<file path="config.mk">
export PLATFORM = sky130hd
export DESIGN_NAME = arac_ctrl
export DESIGN_NICKNAME = d
export VERILOG_FILES = /design/src/arac_pkg.sv /design/src/arac_ctrl.sv
export SDC_FILE = /design/constraint.sdc
export NUM_CORES = 1
export LEC_CHECK = 0
export BUFFER_PORTS_ARGS = -buffer_cell sky130_fd_sc_hd__buf_2
export CELL_PAD_IN_SITES_DETAIL_PLACEMENT = 0
export CELL_PAD_IN_SITES_GLOBAL_PLACEMENT = 1
export CORE_AREA = 5 5 90 92
export DETAILED_ROUTE_END_ITERATION = 8
export DIE_AREA = 0 0 95 97
export PLACE_DENSITY_LB_ADDON = 0.1
export RECOVER_POWER = 25
export SLEW_MARGIN = 20
export SYNTH_ARGS = -nofsm -noshare
export SYNTH_HDL_FRONTEND = slang
export SYNTH_SLANG_ARGS = --single-unit
</file>
<file path="constraint.sdc">
create_clock -name clk_sys -period 2.3 [get_ports clk_sys]
set_input_delay 0.23 -clock clk_sys [delete_from_list [all_inputs] [get_ports clk_sys]]
set_output_delay 0.23 -clock clk_sys [all_outputs]
set_load 0.005 [all_outputs]
</file>
<file path="src/arac_pkg.sv">
// Package for the converter reset, abort and channel-select control.
// Assumes one 10 MHz system clock and a synchronous active-high reset.
package arac_pkg;

    // ************************************************************
    // Widths and counts
    // ************************************************************
    localparam int ARAC_CH_N = 8;
    localparam int ARAC_CH_W = 3;
    localparam int ARAC_RES_W = 10;
    localparam int ARAC_PRS_W = 4;
    localparam int ARAC_DATA_W = 8;
    // Sample window in conversion clock cycles
    localparam int ARAC_SAMPLE_CYC = 14;
    localparam int ARAC_CNT_W = 5;

    // ************************************************************
    // Reset values
    // ************************************************************
    localparam logic [ARAC_CH_W-1:0] ARAC_CH_RST = 3'h0;
    localparam logic [ARAC_PRS_W-1:0] ARAC_PRS_RST = 4'h0;
    localparam logic [ARAC_CH_N-1:0] ARAC_PE_RST = 8'h00;
    localparam logic [ARAC_RES_W-1:0] ARAC_SAR_RST = 10'h000;
    localparam logic [ARAC_RES_W-1:0] ARAC_SAR_MSB = 10'h200;
    localparam logic [ARAC_CNT_W-1:0] ARAC_CNT_RST = 5'h00;
    localparam logic [ARAC_PRS_W:0] ARAC_DIV_RST = 5'h00;

    // ************************************************************
    // Types
    // ************************************************************
    typedef enum logic [2:0] {
        ARAC_IDLE = 3'b001,
        ARAC_SAMPLE = 3'b010,
        ARAC_CONVERT = 3'b100
    } arac_state_e;

    // Control register contents
    typedef struct packed {
        logic power_up;
        logic [ARAC_PRS_W-1:0] prescale;
    } arac_ctrl_s;

    // Status-and-control register contents
    typedef struct packed {
        logic irq_en;
        logic [ARAC_CH_W-1:0] channel;
    } arac_sc_s;

endpackage : arac_pkg

</file>
<file path="src/arac_ctrl.sv">
// Reset, abort and channel-select control of an eight-channel SAR converter.
// Assumes register strobes come from bus logic on clk_sys; the comparator
// output comes from the analog side and is synchronised here.
`timescale 1ns/100ps
module arac_ctrl (
    input wire logic clk_sys,
    input wire logic rst,
    input wire logic ctrl_wr,
    input wire arac_pkg::arac_ctrl_s ctrl_wdata,
    input wire logic sc_wr,
    input wire arac_pkg::arac_sc_s sc_wdata,
    input wire logic pe_wr,
    input wire logic [arac_pkg::ARAC_CH_N-1:0] pe_wdata,
    input wire logic res_hi_rd,
    input wire logic res_lo_rd,
    input wire logic cmp_in,
    output arac_pkg::arac_ctrl_s ctrl_q,
    output arac_pkg::arac_sc_s sc_q,
    output logic [arac_pkg::ARAC_CH_N-1:0] pe_q,
    output logic [arac_pkg::ARAC_CH_N-1:0] mux_sel,
    output logic [arac_pkg::ARAC_RES_W-1:0] sar_q,
    output logic [arac_pkg::ARAC_RES_W-1:0] result_q,
    output logic done_flag,
    output logic irq,
    output logic busy,
    output logic conv_clk_en
);
    import arac_pkg::*;

    arac_ctrl_s ctrl_reg;
    arac_sc_s sc_reg;
    logic [ARAC_CH_N-1:0] pe_reg;
    arac_state_e state_reg, state_next;
    logic [ARAC_RES_W-1:0] sar_reg, bit_reg, result_reg;
    logic [ARAC_CNT_W-1:0] cnt_reg;
    logic [ARAC_PRS_W:0] div_reg;
    logic done_reg, cmp_meta_reg, cmp_sync_reg;
    logic abort, tick;

    // ************************************************************
    // Registers
    // ************************************************************
    // Reset values loaded
    always_ff @(posedge clk_sys) begin
        if (rst) begin
            ctrl_reg <= '{power_up: 1'b0, prescale: ARAC_PRS_RST};
            sc_reg <= '{irq_en: 1'b0, channel: ARAC_CH_RST};
            pe_reg <= ARAC_PE_RST;
        end else begin
            if (ctrl_wr) begin
                ctrl_reg <= ctrl_wdata;
            end
            if (sc_wr) begin
                sc_reg <= sc_wdata;
            end
            if (pe_wr) begin
                pe_reg <= pe_wdata;
            end
        end
    end

    // Comparator is asynchronous to clk_sys
    always_ff @(posedge clk_sys) begin
        if (rst) begin
            cmp_meta_reg <= 1'b0;
            cmp_sync_reg <= 1'b0;
        end else begin
            cmp_meta_reg <= cmp_in;
            cmp_sync_reg <= cmp_meta_reg;
        end
    end

    // ************************************************************
    // Conversion clock
    // ************************************************************
    // Clock gated when down
    assign conv_clk_en = ctrl_reg.power_up;
    always_ff @(posedge clk_sys) begin
        if (rst || !ctrl_reg.power_up || sc_wr) begin
            div_reg <= ARAC_DIV_RST;
        end else if (tick) begin
            div_reg <= ARAC_DIV_RST;
        end else begin
            div_reg <= div_reg + 5'h01;
        end
    end
    // Factor (prescale+1)*2 bus cycles per tick
    // Limitation: prescale zero outruns the two-flop comparator path; use one or more
    assign tick = (div_reg == {ctrl_reg.prescale, 1'b1});

    // ************************************************************
    // Sequencer
    // ************************************************************
    // Control write aborts
    assign abort = ctrl_wr || pe_wr || !ctrl_reg.power_up;

    always_comb begin
        state_next = state_reg;
        unique case (state_reg)
            ARAC_IDLE: state_next = ARAC_IDLE;
            ARAC_SAMPLE: begin
                if (tick && cnt_reg == ARAC_CNT_W'(ARAC_SAMPLE_CYC - 1)) begin
                    state_next = ARAC_CONVERT;
                end
            end
            ARAC_CONVERT: begin
                if (tick && bit_reg[0]) begin
                    state_next = ARAC_IDLE;
                end
            end
            default: state_next = ARAC_IDLE;
        endcase
        if (sc_wr && ctrl_reg.power_up && !ctrl_wr && !pe_wr) begin
            state_next = ARAC_SAMPLE;
        end else if (abort) begin
            state_next = ARAC_IDLE;
        end
    end

    always_ff @(posedge clk_sys) begin
        if (rst) begin
            state_reg <= ARAC_IDLE;
        end else begin
            state_reg <= state_next;
        end
    end

    always_ff @(posedge clk_sys) begin
        if (rst || state_next == ARAC_SAMPLE && state_reg != ARAC_SAMPLE || sc_wr) begin
            cnt_reg <= ARAC_CNT_RST;
        end else if (state_reg == ARAC_SAMPLE && tick) begin
            cnt_reg <= cnt_reg + 5'h01;
        end
    end

    // Comparator low drops the bit under trial
    wire [ARAC_RES_W-1:0] final_val = cmp_sync_reg ? sar_reg : (sar_reg & ~bit_reg);

    // SAR bits cleared
    // Trial bit stands in sar_reg, so the comparator sees the whole trial code
    always_ff @(posedge clk_sys) begin
        if (rst || abort || sc_wr) begin
            sar_reg <= ARAC_SAR_RST;
            bit_reg <= ARAC_SAR_MSB;
        end else if (state_reg == ARAC_SAMPLE && state_next == ARAC_CONVERT) begin
            sar_reg <= ARAC_SAR_MSB;
        end else if (state_reg == ARAC_CONVERT && tick) begin
            sar_reg <= final_val | (bit_reg >> 1);
            bit_reg <= bit_reg >> 1;
        end
    end

    wire finish = state_reg == ARAC_CONVERT && state_next == ARAC_IDLE && !abort;

    // Result kept across aborts; only a finished conversion updates it
    always_ff @(posedge clk_sys) begin
        if (rst) begin
            result_reg <= ARAC_SAR_RST;
        end else if (finish) begin
            result_reg <= final_val;
        end
    end

    always_ff @(posedge clk_sys) begin
        if (rst) begin
            done_reg <= 1'b0;
        end else if (finish) begin
            done_reg <= 1'b1;
        end else if (sc_wr || res_hi_rd || res_lo_rd) begin
            done_reg <= 1'b0;
        end
    end

    // ************************************************************
    // Outputs
    // ************************************************************
    // One-hot channel select
    genvar gi;
    generate
        for (gi = 0; gi < ARAC_CH_N; gi++) begin : g_mux
            assign mux_sel[gi] = (state_reg != ARAC_IDLE) && (sc_reg.channel == ARAC_CH_W'(gi));
        end
    endgenerate

    assign ctrl_q = ctrl_reg;
    assign sc_q = sc_reg;
    assign pe_q = pe_reg;
    assign sar_q = sar_reg;
    assign result_q = result_reg;
    assign done_flag = done_reg;
    assign irq = done_reg && sc_reg.irq_en;
    assign busy = state_reg != ARAC_IDLE;

    // ************************************************************
    // Checks
    // ************************************************************
    reset_idle_a: assert property (@(posedge clk_sys) rst |=> !busy && !done_flag && !irq)
        else $error("not idle after reset");
    reset_down_a: assert property (@(posedge clk_sys) rst |=> !ctrl_q.power_up)
        else $error("power-up set after reset");
    reset_sar_a: assert property (@(posedge clk_sys) rst |=> sar_q == ARAC_SAR_RST)
        else $error("sar not cleared");
    reset_cfg_a: assert property (@(posedge clk_sys) rst |=> pe_q == ARAC_PE_RST && !sc_q.irq_en)
        else $error("register not reset");
    ctrl_abort_a: assert property (@(posedge clk_sys) disable iff (rst)
        ctrl_wr |=> !busy)
        else $error("control write did not abort");
    pe_abort_a: assert property (@(posedge clk_sys) disable iff (rst)
        pe_wr && !sc_wr |=> !busy && pe_q == $past(pe_wdata))
        else $error("pin-enable write did not abort");
    down_abort_a: assert property (@(posedge clk_sys) disable iff (rst)
        !ctrl_q.power_up |=> !busy)
        else $error("converting while powered down");
    start_conv_a: assert property (@(posedge clk_sys) disable iff (rst)
        sc_wr && !ctrl_wr && !pe_wr && ctrl_q.power_up |=> busy && !done_flag)
        else $error("status write did not start");
    flag_clear_a: assert property (@(posedge clk_sys) disable iff (rst)
        (res_hi_rd || res_lo_rd) && !finish |=> !done_flag)
        else $error("flag not cleared on read");
    idle_hold_a: assert property (@(posedge clk_sys) disable iff (rst)
        !busy && !sc_wr |=> !busy)
        else $error("started without status write");
    one_chan_a: assert property (@(posedge clk_sys) disable iff (rst)
        busy |-> $onehot(mux_sel))
        else $error("channel select not one-hot");
    keep_cfg_a: assert property (@(posedge clk_sys) disable iff (rst)
        $rose(ctrl_q.power_up) && !$past(sc_wr) && !$past(pe_wr) |-> $stable(sc_q) && $stable(pe_q))
        else $error("power-up changed settings");
    irq_flag_a: assert property (@(posedge clk_sys) disable iff (rst)
        $rose(irq) |-> $past(finish))
        else $error("irq raised without a finished conversion");

    conv_done_c: cover property (@(posedge clk_sys) disable iff (rst) $rose(done_flag));
    restart_c: cover property (@(posedge clk_sys) disable iff (rst) busy && sc_wr);
    ctrl_abort_c: cover property (@(posedge clk_sys) disable iff (rst) busy && ctrl_wr);

endmodule : arac_ctrl

</file>
==> impl_metrics.py <==
metrics = {
    "critical_path": {
        "critPathLaunch": "state_reg[2]$_SDFF_PP0_",
        "critPathMaxFanout": 21,
        "crit_buf_inv": 1,
        "critical_path.slowest_cell": "nand3_1",
        "r2r-start": "state_reg[2]$_SDFF_PP0_",
        "end_kind": "flop",
        "critPathRequiredTime_ns": 2.51,
        "worstSetupPathType": "reg -> reg",
        "crit_family": "simple AND/OR/NAND/NOR gates",
        "setup.worst_path.start_class": "flop",
        "max_stage_delay_ns": 0.39,
        "cp_cell_sequence": "nor3b_1 > nand3_1 > buf_4 > o311ai_0 > o21ai_1",
        "arrival_ns": 2.18,
    },
    "yosys": {
        "synth_top_area_share_pct": 47.1,
        "ys_types": 41,
        "synthCells": 296,
        "yosys-top-cells-area": "dfxtp_1, mux2i_1, nor2_1",
        "syn-num-nets": 324,
        "synth_top_area_cell": "dfxtp_1",
        "syn-cell-area_sq_um": 2680,
        "synth.yosys.seq_area_share_pct": 47.1,
        "yosys_warnings": 0,
        "synth_seq_cells": 63,
        "avgSynthCellArea_sq_um": 9.04,
    },
    "final_layout": {
        "seq_area_sq_um": 1260,
        "fillCellCount": 751,
        "multi_input_area_sq_um": 1260,
        "fin_cells": 473,
        "areaGrowthSynthToFinish_pct": 25.3,
        "n_antenna_cell": 0,
        "fin_nets": 397,
        "stdcell_area_sq_um": 3350,
        "drive_above_1_share_pct": 26.7,
    },
    "clock_network": {
        "htreeDepth": 3,
        "ctsResizeCount": 0,
        "cts_hold_buffers": 0,
        "clock_path_buffers": 2,
        "cts_root_buf": "clkbuf_8",
        "insertion_delay_ns": 0.33,
        "post_cts_buffers": 0,
        "cts_buffers": 9,
        "clock-sinks": 63,
        "cts_tree": "built",
        "cts.clk_slew.worst_paths_ns": 0.07,
    },
    "worst_hold_path": {
        "hp-start": "cmp_in",
        "hp-class": "in -> reg",
    },
    "place": {
        "hpwl_microns": 4980,
        "place_inst": 457,
        "placed_area_sq_um": 3160,
        "numPortBuffers": 73,
        "gp_congestion": 0.723,
        "place_ws_ns": 0.300,
    },
    "routing": {
        "antenna_left": 0,
        "vias": 2403,
        "drt_iter0_drc": 145,
        "vias_per_cell": 5.08,
        "drt_wl_total_microns": 7000,
        "drtPass1Iterations": 4,
        "wire_per_inst_microns": 14.8,
        "drcViolationCount": 0,
    },
    "floorplan": {
        "num_rows": 31,
        "die_height_microns": 97,
        "core_sq_um": 7140,
        "die_w_microns": 95,
        "dieArea_sq_um": 9220,
        "boundaryPins": 74,
        "initial_utilization_pct": 37.5,
    },
    "outcome": {
        "status": "finished clean",
    },
    "pwr": {
        "p_per_area_nw_per_um2": 691,
        "leakagePower_nw": 1.33,
        "peakVddDrop_mv": 0.320,
    },
    "timing": {
        "rsz0062_at_grt": "no",
        "fin_crit_sh_pct": 85.3,
        "fmax_mhz": 510,
        "clock_skew_ns": 0.0101,
        "finalSetupViolations": 0,
        "post-route-min-period_ns": 1.96,
        "finalSetupTns_ns": 0,
        "maxSlewViolCount": 0,
        "worst-slew-pin-transition_ns": 1.18,
        "final_hold_viol_count": 0,
        "relSlewSlack_pct": 21.7,
        "whs_ns": 0.113,
        "setup_slack_ns": 0.337,
    },
    "global_routing": {
        "grt_usage_pct": 15.9,
        "grt_pass1_vias": 2366,
        "grt_pass1_wl_microns": 11800,
        "grt-ovfl-total": 0,
        "antenna_found_initial": 0,
        "grt_start_max_net_pins": 28,
    },
    "job": {
        "max_cap_viol_count": 0,
    },
}
## kinds of logic after synthesis
kind of cell	after synthesis	share of synthesized area, %
AND/OR/NAND/NOR	86	16.5
AO/OA/AOI/OAI	82	20.1
flip-flops	63	47.1
buffers and inverters	37	5.80
multiplexers	18	6.74
XOR/XNOR	7	2.29
adder cells (fa/ha/maj)	3	1.40
## cells in the mapped netlist
cell type	number
a21oi_1	22
nand2_1	6
o211ai_1	10
o41ai_1	12
mux2i_1	18
or4b_2	1
and3_1	2
nand4_1	4
a211oi_1	1
nor4_1	2
clkbuf_1	16
nor2b_1	2
or2_2	1
buf_1	2
buf_4	1
o21ai_1	9
dfxtp_1	63
nor3_1	3
o311ai_0	11
nand2b_1	3
a31oi_1	1
xnor2_1	5
o31ai_1	2
a31o_2	1
clkinv_1	1
nor2_1	32
nand3_1	15
xor2_1	2
or3b_2	2
o21ai_0	12
buf_2	4
or3_1	5
and2_1	2
nand4b_1	1
a211o_1	1
or4_1	1
or3b_4	1
inv_1	12
nor3b_1	3
buf_6	1
ha_1	3
## metal layers
| metal | vias up | track usage, % | wire [microns] |
|---|---|---|---|
| li1 | 1227 | - | - |
| met1 | 1107 | 23.4 | 3580 |
| met3 | 10 | 3.10 | 319 |
| met2 | 59 | 22.8 | 3000 |
| met5 | - | 0 | 0 |
| met4 | 0 | 5.99 | 101 |
## through the flow
stage / power (mW) / utilization (%)
after detailed placement: 1.32 / 44.2
final: 2.32 / 47.0
after global routing: 2.41 / 47.0
after global placement: 1.32 / 44.2
after CTS: 2.34 / 47.1
after floorplan: 1.25 / -
## final cells by class
class | instances | share of cell area (%)
clock buffer | 12 | 4.03
inverter | 13 | 1.46
tap | 99 | 3.70
sequential | 63 | 37.6
multi-input combinational | 196 | 37.6
timing repair buffer | 86 | 13.5
clock inverter | 4 | 2.09
## power by group
group          leakage [nW]  switching [mW]  internal (mW)
logic                 0.719          0.0977         0.0685
clock network         0.104           0.416          0.608
registers             0.511          0.0154           1.11
## layout by cell type (no fill, tap or decap), drive strengths merged, types with 3 or more instances in the layout
cell	netlist	layout
mux2i	18	18
nand3	15	15
inv	12	12
nand2	6	6
nor2	32	32
nand4	4	4
nor3	3	3
clkbuf	16	17
buf	8	81
ha	3	3
xnor2	5	5
or3	5	5
o311ai	11	11
o41ai	12	12
o21ai	21	21
nor3b	3	3
dfxtp	63	63
nand2b	3	3
a21oi	22	22
clkinv	1	3
o211ai	10	10
or3b	3	3
## final timing paths
check | to | slack (ns) | depth (start not counted)
worst min register to register | cmp_sync_reg$_SDFF_PP0_ | 0.45 | 1
worst min-delay path | cmp_meta_reg$_SDFF_PP0_ | 0.11 | 2
worst max-delay path | result_q[7]$_SDFFE_PP0P_ | 0.34 | 5
worst max register to register | result_q[7]$_SDFFE_PP0P_ | 0.34 | 5
Note: power is estimated with default switching activity, not from simulation.
